$ cat src/core/osc_pkg.sv
// constants, types and field layout for the oscillator switch and reference clock block
// What this block does
// - high byte takes a new source only after keys 78h then 9Ah back to back
// - source field is written only by the access right after the high-byte keys
// - low byte changes only after keys 46h then 57h back to back
// - switch request set right after the low-byte keys starts a source transition
// - switch request clears on success; stays set on failure, lock flag shows cause
// - five sources form eight clock modes, all selectable by software
// - pll multiplies selected sources by four
// - clock-fail monitor detects loss of the system clock
// - half-rate clock pin toggles at half the system clock in every mode
// - reference output works in every oscillator configuration while not in sleep
// - enable bit 15 drives the reference clock onto its pin
// - four-bit divider at bits 11:8 picks one of sixteen ratios
// - source select picks crystal-pin oscillator or system clock
// - sleep-keep bit decides if the reference stays on during sleep
// - sleep output only with sleep-keep, source select and a primary mode
// - source select clear powers the crystal oscillator down in sleep
// - with source select clear the reference follows the system clock
package osc_pkg;

	// ****************************************************************
	// register map and fields
	// ****************************************************************
	localparam logic [3:0]  ADDR_OSC_HIGH    = 4'h0;
	localparam logic [3:0]  ADDR_OSC_LOW     = 4'h1;
	localparam logic [3:0]  ADDR_REFOUT      = 4'h2;
	localparam logic [3:0]  ADDR_STATUS      = 4'h3;
	localparam logic [7:0]  KEY_HIGH_FIRST   = 8'h78;
	localparam logic [7:0]  KEY_HIGH_SECOND  = 8'h9A;
	localparam logic [7:0]  KEY_LOW_FIRST    = 8'h46;
	localparam logic [7:0]  KEY_LOW_SECOND   = 8'h57;
	localparam int          REFOUT_EN_BIT    = 15;
	localparam int          REFOUT_SLP_BIT   = 13;
	localparam int          REFOUT_SEL_BIT   = 12;
	localparam int          REFOUT_DIV_LSB   = 8;
	localparam logic [15:0] REFOUT_RESET     = 16'h0000;
	localparam logic [15:0] REFOUT_MASK      = 16'hBF00;
	localparam logic [2:0]  SOURCE_RESET     = 3'h0;
	// ****************************************************************
	// timing
	// ****************************************************************
	localparam int          CLK_MHZ          = 40;
	localparam int          SETTLE_US        = 25;
	localparam int          SETTLE_CYCLES    = SETTLE_US * CLK_MHZ;
	localparam int          FAIL_TIMEOUT_NS  = 1000;
	localparam int          FAIL_CYCLES      = FAIL_TIMEOUT_NS * CLK_MHZ / 1000;

	// eight modes built from five sources
	typedef enum logic [2:0] {
		SRC_FAST_RC      = 3'b000,
		SRC_FAST_RC_PLL  = 3'b001,
		SRC_PRIMARY      = 3'b010,
		SRC_PRIMARY_PLL  = 3'b011,
		SRC_SECONDARY    = 3'b100,
		SRC_LOW_RC       = 3'b101,
		SRC_LOW_POWER_RC = 3'b110,
		SRC_FAST_RC_DIV  = 3'b111
	} source_type;

	typedef enum logic [1:0] {
		SW_IDLE   = 2'b00,
		SW_SETTLE = 2'b01,
		SW_SWAP   = 2'b10
	} switch_state_type;

	typedef enum logic [1:0] {
		UNLOCK_NONE  = 2'b00,
		UNLOCK_FIRST = 2'b01,
		UNLOCK_OPEN  = 2'b10
	} unlock_type;

	typedef struct packed {
		logic [3:0]  addr;
		logic [15:0] wdata;
		logic        wr;
		logic        rd;
	} bus_req_type;

	typedef struct packed {
		logic        refout_pin;
		logic        half_rate_clock_pin;
		logic        clock_fail;
		logic        crystal_power;
	} pins_type;

	typedef struct packed {
		unlock_type       high_unlock;
		unlock_type       low_unlock;
		source_type       new_source_select;
		source_type       current_source;
		logic             switch_request;
		logic             switch_failed;
		switch_state_type sw_state;
		logic [10:0]      settle_cnt;
		logic [15:0]      refout_control;
		logic [15:0]      ref_cnt;
		logic             ref_level;
		logic             half_level;
		logic [5:0]       fail_cnt;
		logic             clock_fail;
		logic             clk_ok_seen;
		logic [15:0]      rdata;
	} state_type;

endpackage

$ cat src/core/osc_switch_refclk_out.sv
// oscillator switch with keyed unlock and divided reference clock output
//
// Design decisions made here: the placing of the registers and strobed register access.
`timescale 1ns/1ps
module osc_switch_refclk_out (
	// clock and reset
	input  wire  logic                 clk,
	input  wire  logic                 rst_n,
	// register port
	input  wire  osc_pkg::bus_req_type bus,
	output logic [15:0]                rdata,
	// oscillator status and sleep
	input  wire  logic                 source_stable,
	input  wire  logic                 pll_locked,
	input  wire  logic                 crystal_clk,
	input  wire  logic                 clock_alive,
	input  wire  logic                 sleep_mode,
	// pins and controls
	output osc_pkg::pins_type          pins,
	output osc_pkg::source_type        system_source,
	output logic                       pll_enable
);
	import osc_pkg::*;

	state_type s_q;
	state_type s_d;
	logic      primary_mode;
	logic      sleep_ok;
	logic      ref_src;
	logic      ref_tick;
	logic      other_access;

	// ****************************************************************
	// combinational helpers
	// ****************************************************************
	always_comb begin
		primary_mode = (s_q.current_source == SRC_PRIMARY) ||
			(s_q.current_source == SRC_PRIMARY_PLL);
		sleep_ok = s_q.refout_control[REFOUT_SLP_BIT] &&
			s_q.refout_control[REFOUT_SEL_BIT] && primary_mode;
		// crystal pin or system clock feeds the divider
		ref_src = s_q.refout_control[REFOUT_SEL_BIT] ? crystal_clk : 1'b1;
		ref_tick = ref_src && (!sleep_mode || sleep_ok);
		other_access = bus.rd || bus.wr;
	end

	// ****************************************************************
	// next state
	// ****************************************************************
	always_comb begin
		s_d = s_q;
		// unlock trackers: any access not matching the next key abandons the sequence
		if (other_access) begin
			s_d.high_unlock = UNLOCK_NONE;
			s_d.low_unlock  = UNLOCK_NONE;
		end
		if (bus.wr && bus.addr == ADDR_OSC_HIGH) begin
			if (s_q.high_unlock == UNLOCK_OPEN) begin
				s_d.new_source_select = source_type'(bus.wdata[2:0]);
			end else if (s_q.high_unlock == UNLOCK_FIRST &&
				bus.wdata[7:0] == KEY_HIGH_SECOND) begin
				s_d.high_unlock = UNLOCK_OPEN;
			end else if (bus.wdata[7:0] == KEY_HIGH_FIRST) begin
				s_d.high_unlock = UNLOCK_FIRST;
			end
		end
		if (bus.wr && bus.addr == ADDR_OSC_LOW) begin
			if (s_q.low_unlock == UNLOCK_OPEN) begin
				if (bus.wdata[0] && s_q.sw_state == SW_IDLE) begin
					s_d.switch_request = 1'b1;
					s_d.switch_failed  = 1'b0;
					s_d.sw_state       = SW_SETTLE;
					s_d.settle_cnt     = 11'h000;
				end
			end else if (s_q.low_unlock == UNLOCK_FIRST &&
				bus.wdata[7:0] == KEY_LOW_SECOND) begin
				s_d.low_unlock = UNLOCK_OPEN;
			end else if (bus.wdata[7:0] == KEY_LOW_FIRST) begin
				s_d.low_unlock = UNLOCK_FIRST;
			end
		end
		if (bus.wr && bus.addr == ADDR_REFOUT) begin
			s_d.refout_control = bus.wdata & REFOUT_MASK;
		end
		// switch sequencer keeps the old source until the new one settles
		case (s_q.sw_state)
			SW_IDLE: begin
				s_d.settle_cnt = 11'h000;
			end
			SW_SETTLE: begin
				if (source_stable) begin
					s_d.sw_state = SW_SWAP;
				end else if (s_q.settle_cnt == 11'(SETTLE_CYCLES - 1)) begin
					s_d.sw_state      = SW_IDLE;
					s_d.switch_failed = 1'b1;
				end else begin
					s_d.settle_cnt = s_q.settle_cnt + 11'h001;
				end
			end
			SW_SWAP: begin
				s_d.sw_state = SW_IDLE;
				if ((s_q.new_source_select == SRC_FAST_RC_PLL ||
					s_q.new_source_select == SRC_PRIMARY_PLL) && !pll_locked) begin
					s_d.switch_failed = 1'b1;
				end else begin
					s_d.current_source = s_q.new_source_select;
					s_d.switch_request = 1'b0;
				end
			end
			default: begin
				s_d.sw_state = SW_IDLE;
			end
		endcase
		// reference divider: field n flips the level every 2^n ticks, so all sixteen ratios differ
		s_d.ref_cnt = s_q.ref_cnt;
		if (!s_q.refout_control[REFOUT_EN_BIT]) begin
			s_d.ref_cnt   = 16'h0000;
			s_d.ref_level = 1'b0;
		end else if (ref_tick) begin
			if (s_q.ref_cnt >=
				(16'h0001 << s_q.refout_control[REFOUT_DIV_LSB +: 4]) - 16'h0001) begin
				s_d.ref_cnt   = 16'h0000;
				s_d.ref_level = !s_q.ref_level;
			end else begin
				s_d.ref_cnt = s_q.ref_cnt + 16'h0001;
			end
		end
		s_d.half_level = !s_q.half_level;
		// clock-fail monitor: watchdog on the alive strobe
		if (clock_alive) begin
			s_d.fail_cnt    = 6'h00;
			s_d.clk_ok_seen = 1'b1;
		end else if (s_q.fail_cnt == 6'(FAIL_CYCLES - 1)) begin
			s_d.clock_fail = s_q.clk_ok_seen;
		end else begin
			s_d.fail_cnt = s_q.fail_cnt + 6'h01;
		end
		// read data, one cycle later
		s_d.rdata = 16'h0000;
		if (bus.rd) begin
			case (bus.addr)
				ADDR_OSC_HIGH: s_d.rdata = {5'h00, s_q.current_source, 5'h00, s_q.new_source_select};
				ADDR_OSC_LOW:  s_d.rdata = {15'h0000, s_q.switch_request};
				ADDR_REFOUT:   s_d.rdata = s_q.refout_control;
				ADDR_STATUS:   s_d.rdata = {12'h000, s_q.clock_fail, s_q.switch_failed,
					pll_locked, s_q.switch_request};
				default:       s_d.rdata = 16'h0000;
			endcase
		end
	end

	// ****************************************************************
	// state register
	// ****************************************************************
	always_ff @(posedge clk or negedge rst_n) begin
		if (!rst_n) begin
			s_q                   <= '0;
			s_q.refout_control    <= REFOUT_RESET;
			s_q.new_source_select <= source_type'(SOURCE_RESET);
			s_q.current_source    <= source_type'(SOURCE_RESET);
		end else begin
			s_q <= s_d;
		end
	end

	// outputs
	assign rdata                    = s_q.rdata;
	assign system_source            = s_q.current_source;
	assign pll_enable = (s_q.current_source == SRC_FAST_RC_PLL) ||
		(s_q.current_source == SRC_PRIMARY_PLL) ||
		(s_q.new_source_select == SRC_FAST_RC_PLL) ||
		(s_q.new_source_select == SRC_PRIMARY_PLL);
	assign pins.refout_pin          = s_q.ref_level && s_q.refout_control[REFOUT_EN_BIT];
	assign pins.half_rate_clock_pin = s_q.half_level;
	assign pins.clock_fail          = s_q.clock_fail;
	assign pins.crystal_power = !sleep_mode || sleep_ok;

	// ****************************************************************
	// checks
	// ****************************************************************
	// a disabled divider must come out of the next edge with its level low
	a_refout_off_disabled: assert property (@(posedge clk) disable iff (!rst_n)
		!s_q.refout_control[REFOUT_EN_BIT] |=> !s_q.ref_level)
		else $error("reference divider running while disabled");
	a_switch_needs_key: assert property (@(posedge clk) disable iff (!rst_n)
		$rose(s_q.switch_request) |-> $past(s_q.low_unlock) == UNLOCK_OPEN)
		else $error("switch started without unlock");
	a_source_needs_key: assert property (@(posedge clk) disable iff (!rst_n)
		$changed(s_q.new_source_select) |-> $past(s_q.high_unlock) == UNLOCK_OPEN)
		else $error("source changed without unlock");
	a_unlock_abandon: assert property (@(posedge clk) disable iff (!rst_n)
		(other_access && !(bus.wr && bus.addr == ADDR_OSC_HIGH)) |=>
		s_q.high_unlock == UNLOCK_NONE)
		else $error("unlock survived foreign access");
	a_switch_done_clr: assert property (@(posedge clk) disable iff (!rst_n)
		$changed(s_q.current_source) |-> !s_q.switch_request)
		else $error("request not cleared on success");
	a_swap_after_stable: assert property (@(posedge clk) disable iff (!rst_n)
		$changed(s_q.current_source) |-> $past(s_q.sw_state) == SW_SWAP)
		else $error("source swapped before stable");
	a_half_rate_toggle: assert property (@(posedge clk) disable iff (!rst_n)
		s_q.half_level |=> !s_q.half_level ##1 s_q.half_level)
		else $error("half rate pin not toggling");
	a_crystal_sleep_off: assert property (@(posedge clk) disable iff (!rst_n)
		(sleep_mode && !s_q.refout_control[REFOUT_SEL_BIT]) |-> !pins.crystal_power)
		else $error("crystal powered in sleep");
	c_switch_ok: cover property (@(posedge clk) disable iff (!rst_n)
		$fell(s_q.switch_request));
	c_switch_fail: cover property (@(posedge clk) disable iff (!rst_n)
		$rose(s_q.switch_failed));
	c_ref_sleep: cover property (@(posedge clk) disable iff (!rst_n)
		sleep_mode && pins.refout_pin);
endmodule

$ cat config.mk
export PLATFORM = sky130hd
export DESIGN_NAME = osc_switch_refclk_out
export DESIGN_NICKNAME = d
export VERILOG_FILES = /design/src/core/osc_pkg.sv /design/src/core/osc_switch_refclk_out.sv
export SDC_FILE = /design/constraint.sdc
export NUM_CORES = 1
export LEC_CHECK = 0
export BUFFER_PORTS_ARGS = -buffer_cell sky130_fd_sc_hd__buf_2
export CELL_PAD_IN_SITES_DETAIL_PLACEMENT = 2
export CELL_PAD_IN_SITES_GLOBAL_PLACEMENT = 2
export CORE_MARGIN = 5
export CORE_UTILIZATION = 33
export CTS_CLUSTER_SIZE = 30
export DETAILED_ROUTE_END_ITERATION = 12
export GPL_TIMING_DRIVEN = 1
export PLACE_DENSITY_LB_ADDON = 0.1
export SYNTH_ARGS = -nofsm -noshare
export SYNTH_HDL_FRONTEND = slang
export SYNTH_SLANG_ARGS = --single-unit
export TNS_END_PERCENT = 5
$ cat constraint.sdc
create_clock -name clk -period 3.7 [get_ports clk]
set_input_delay 0.185 -clock clk [delete_from_list [all_inputs] [get_ports clk]]
set_output_delay 0.185 -clock clk [all_outputs]
set_load 0.02 [all_outputs]
* Yosys cells after proc, flatten, opt, wreduce, memory -nomap -nowiden
Cells that the tools add are included.
Word-level totals: flip-flop bits (word level) 74, input bits 29, output and inout port bits 24
Operators by class: add/subtract/negate cells 4, order comparisons 1, equal/unequal tests 23, shift-type cells 1, mux-type cells 32, bitwise gates (word level) 2, reductions and logical operators 28
Operators by type and width (number):
- 16-bit case mux with 4 select lines | 1
- 15-bit 2-to-1 mux | 3
- 17-bit 2-to-1 mux | 2
- 16-bit 2-to-1 mux | 2
- 8-bit by 7-bit equality test with 1-bit output (second input constant) | 3
- 11-bit 2-to-1 mux | 2
- 11-bit case mux with 2 select lines | 1
- 2-bit 2-to-1 mux | 9
- 16-bit by 1-bit adder with 16-bit output (second input constant) | 1
- 16-bit greater-or-equal comparator | 1
- 1-bit by 4-bit << shifter with 16-bit output (first input constant) | 1
- 16-bit by 1-bit subtractor with 16-bit output (second input constant) | 1
- 6-bit 2-to-1 mux | 2
- 11-bit by 1-bit adder with 11-bit output (second input constant) | 1
- 11-bit by 10-bit equality test with 1-bit output (second input constant) | 1
- 1-bit logical AND | 11
- 3-bit by 2-bit equality test with 1-bit output (second input constant) | 3
- 4-bit by 2-bit equality test with 1-bit output (second input constant) | 2
- 8-bit equality test (second input constant) | 1
- 2-bit AND reduction | 4
- 1-bit logical OR | 7
- 6-bit by 1-bit adder with 6-bit output (second input constant) | 1
- 2-bit by 1-bit equality test with 1-bit output (second input constant) | 3
- 2-bit equality test (second input constant) | 3
- other kinds (14) | 25

* Longest topological paths before layout
depth in word-level cells 8, mapped depth 15

* Worst setup path before layout
No wires, ideal clock.
path type register to register, start point register s_q[50] (netlist name), end point register s_q[25] (netlist name), arrival time 3.401 ns, setup slack 0.172 ns, stages on the path, launching flop included 15, clock period less this slack 3.528 ns, path through dfrtp_1 -> clkbuf_1 -> or2_2 -> or3_1 -> ha_1 -> clkbuf_1 -> nor4_1 -> a31oi_1 -> o22a_1 -> ha_1 -> nand4_1 -> nor3_1 -> a31oi_4 -> a21oi_1 -> mux2_1
Between the ends: cells in the longest elaborated chain, start to end 5
Ends and longest elaborated chain:
- start: declaration | RTL line osc_switch_refclk_out.sv:25 | state_type s_q;
- 1-bit by 4-bit << shifter with 16-bit output | RTL line osc_switch_refclk_out.sv:121 | (16'h0001 << s_q.refout_control[REFOUT_DIV_LSB +: 4]) - 16'h0001) begin
- 16-bit by 1-bit subtractor with 16-bit output | RTL line osc_switch_refclk_out.sv:121
- 16-bit greater-or-equal comparator | RTL line osc_switch_refclk_out.sv:120 | if (s_q.ref_cnt >=
- 2-bit by 1-bit inequality test with 1-bit output (no source line)
- 2-bit AND reduction (no source line)
No other way between the ends. A chain may end at the register's enable or synchronous reset.

* Final worst setup path
Same ends and word-level chain as after synthesis.

==> impl_metrics.env <==
export IMPL_hold_start="bus[6]"
export IMPL_irDropWorstVdd_v=0.000196
export IMPL_power_density_nw_per_um2=463
export IMPL_slew_violations=0
export IMPL_pre_cts_ws_ps=150
export IMPL_status="finished clean"
export IMPL_synth_seq_cells=69
export IMPL_dr_pass1_iters=4
export IMPL_finalSetupTns_ps=0
export IMPL_num_vias=3378
export IMPL_syn_instance_count=438
export IMPL_grt_pass1_vias=3733
export IMPL_clk_pin_slew_ps=60
export IMPL_antenna_found_initial=0
export IMPL_fill_cells=1373
export IMPL_synth_most_common_cell="dfrtp_1"
export IMPL_slew_limit_headroom=0.531
export IMPL_path_class="reg -> reg"
export IMPL_clock_skew_ps=6.33
export IMPL_cts_tree="done"
export IMPL_placed_area_sq_um=4410
export IMPL_fin_crit_sh=0.911
export IMPL_rows=40
export IMPL_crit_family="simple AND/OR/NAND/NOR gates"
export IMPL_critPathCaptureType="flop"
export IMPL_clk_latency_ps=340
export IMPL_ios=53
export IMPL_wl_per_cell_um=17.7
export IMPL_total_power_mw=2.20
export IMPL_setup_ws_ps=328
export IMPL_holdWs_ps=52.2
export IMPL_hold_violations=0
export IMPL_yosysWarnings=0
export IMPL_ys_types=56
export IMPL_nets=526
export IMPL_syn_area_per_cell_sq_um=9.36
export IMPL_drc=0
export IMPL_numCtsBuffers=9
export IMPL_worst_r2r_setup_slack_ps=330
export IMPL_wl_met1_um=5080
export IMPL_p_leak_nw=2.16
export IMPL_critPathArrivalTime_ps=3600
export IMPL_dp_hpwl_um=8510
export IMPL_core_sq_um=12100
export IMPL_async_reset_ff_frac=1.00
export IMPL_timing_rr_end="s_q[25]$_DFFE_PN0P_"
export IMPL_wl_met3_um=308
export IMPL_worstPathRequired_ps=3920
export IMPL_min_path_type="in -> reg"
export IMPL_cp_cell_sequence="or2_2 -> or3_1 -> ha_2 -> nor4_1 -> a31oi_1 -> o22a_1 -> ha_1 -> nand4_1 -> nor3_2 -> a31oi_4 -> a21oi_1 -> mux2_1"
export IMPL_hold_path_end="s_q[79]$_DFF_PN0_"
export IMPL_gp_congestion=0.768
export IMPL_critPathBufInv=0
export IMPL_netlist_area_sq_um=4100
export IMPL_wl_um=11400
export IMPL_drive_gt1_frac=0.192
export IMPL_tightest_slew_ps=702
export IMPL_rr_startpoint="s_q[50]$_DFFE_PN0P_"
export IMPL_highest_signal_layer="met4"
export IMPL_cap_violations=0
export IMPL_synth_top_area_share=0.421
export IMPL_grt_ovfl_total=0
export IMPL_n_antenna_cell=0
export IMPL_start_kind="flop"
export IMPL_dieArea_sq_um=14800
export IMPL_cpPeakStageDelay_ps=370
export IMPL_drt_initial_drc_count=96
export IMPL_yosys_top_cells_area="dfrtp_1, ha_1, nor2_1"
export IMPL_rsz0062_at_grt="no"
export IMPL_synth_ff_type="dfrtp_1"
export IMPL_reg2regPathDepth=12
export IMPL_initial_core_util=0.338
export IMPL_slowest_stage="dfrtp_1"
export IMPL_final_area_sq_um=4760
export IMPL_min_period_ps=3370
export IMPL_area_delta_synth_final_pct=16.0
export IMPL_synth_seq_area_share=0.421
export IMPL_synth_top_area_cell="dfrtp_1"
export IMPL_port_buffer_count=46
export IMPL_grt_pass1_wl_um=19100
export IMPL_die_h_um=121
export IMPL_clock_fmax_mhz=297
export IMPL_cts_sinks=69
export IMPL_dieWidth_um=121
export IMPL_drtAntennaViolNets=0
export IMPL_dr_wl_met2_um=5810
export IMPL_whs_path_depth=2
export IMPL_grtUsageTotal=0.166
export IMPL_cts_max_level=3
export IMPL_worstPathMaxFanout=9
export IMPL_root_buffer="clkbuf_16"
export IMPL_viasPerCell=5.23
export IMPL_synth_edf_count=0
export IMPL_synth_common_cells="dfrtp_1, nor2_1, nand2_1, ha_1"
export IMPL_grt_max_degree=47
export IMPL_setup_viol=0
export IMPL_cts_buffer_depth=2
[logic make-up (layout without fill, tap and decap cells)]
| family | Yosys count | in the layout | synth area share |
|---|---|---|---|
| AND/OR/NAND/NOR | 184 | 184 | 0.234 |
| AO/OA/AOI/OAI | 74 | 74 | 0.120 |
| flip-flops | 69 | 69 | 0.421 |
| buffers and inverters | 49 | 85 | 0.0647 |
| adder cells (fa/ha/maj) | 23 | 23 | 0.0702 |
| XOR/XNOR | 21 | 21 | 0.0449 |
| multiplexers | 16 | 16 | 0.0427 |
| other | 2 | 6 | 0.00183 |
[what timing repair did]
action / in CTS / in global routing
hold endpoints to repair: 23 / 0
gates resized for setup: 0 / 3
hold buffers: 1 / 0
setup buffers: 0 / 0
setup endpoints to repair: 0 / 13
[power by group]
part           leakage (nW)  switching (mW)  internal, mW
Sequential            0.926          0.0374         0.792
Clock                 0.155           0.341         0.607
Combinational          1.08           0.262         0.165
Total                  2.16           0.640          1.56
[state kept, by name, indices dropped and copies added, names as in the netlist]
name	cells
rdata	11
s_q	53
pins	2
system_source	3
[stage by stage]
step           utilization  instances
3_5_place_dp         0.364        630
2_1_floorplan            -        442
3_3_place_gp         0.364        630
4_1_cts              0.392        646
6_report             0.393        646
5_1_grt              0.393        646
[per-layer routing]
metal | vias to the layer above | global-route usage
li1 | 1621 | -
met1 | 1700 | 0.200
met2 | 43 | 0.290
met3 | 14 | 0.0359
met4 | 0 | 0.0553
met5 | - | 0
[cells in the final DEF, fill, tap and decap left out, types with 3 or more instances in the layout]
master,instances
conb_1,6
xor2_1,12
inv_1,14
a21oi_1,22
a31oi_1,7
nor2b_1,8
o21a_1,4
dfrtp_1,69
buf_2,46
buf_4,9
o21ai_0,15
a22oi_1,3
xnor2_1,9
nand4_1,14
nand2b_1,8
and3_1,11
mux2_2,11
nand3_1,22
nor3b_1,3
nor4_1,4
nor3_1,16
nand2_1,32
nand3b_1,3
clkbuf_16,9
mux2i_1,4
nor2_1,45
ha_1,22
[how the worst max path moves through the flow]
stage,slack [ps],end,cells past startpoint,start
global route,100,s_q[25]$_DFFE_PN0P_,12,s_q[50]$_DFFE_PN0P_
floorplan,170,s_q[25]$_DFFE_PN0P_,14,s_q[50]$_DFFE_PN0P_
global placement,270,s_q[25]$_DFFE_PN0P_,12,s_q[50]$_DFFE_PN0P_
detailed placement,150,s_q[25]$_DFFE_PN0P_,12,s_q[50]$_DFFE_PN0P_
CTS,120,s_q[25]$_DFFE_PN0P_,12,s_q[50]$_DFFE_PN0P_
finish,330,s_q[25]$_DFFE_PN0P_,12,s_q[50]$_DFFE_PN0P_
[final cells by class]
cell class | count | area (sq um) | area share
Tap cell | 168 | 210 | 0.0442
Inverter | 14 | 52.6 | 0.0110
Sequential cell | 69 | 1730 | 0.363
Multi-Input combinational cell | 324 | 2130 | 0.449
Timing Repair Buffer | 56 | 308 | 0.0647
Clock buffer | 10 | 239 | 0.0502
Clock inverter | 5 | 85.1 | 0.0179
(Power assumes the default switching activity.)
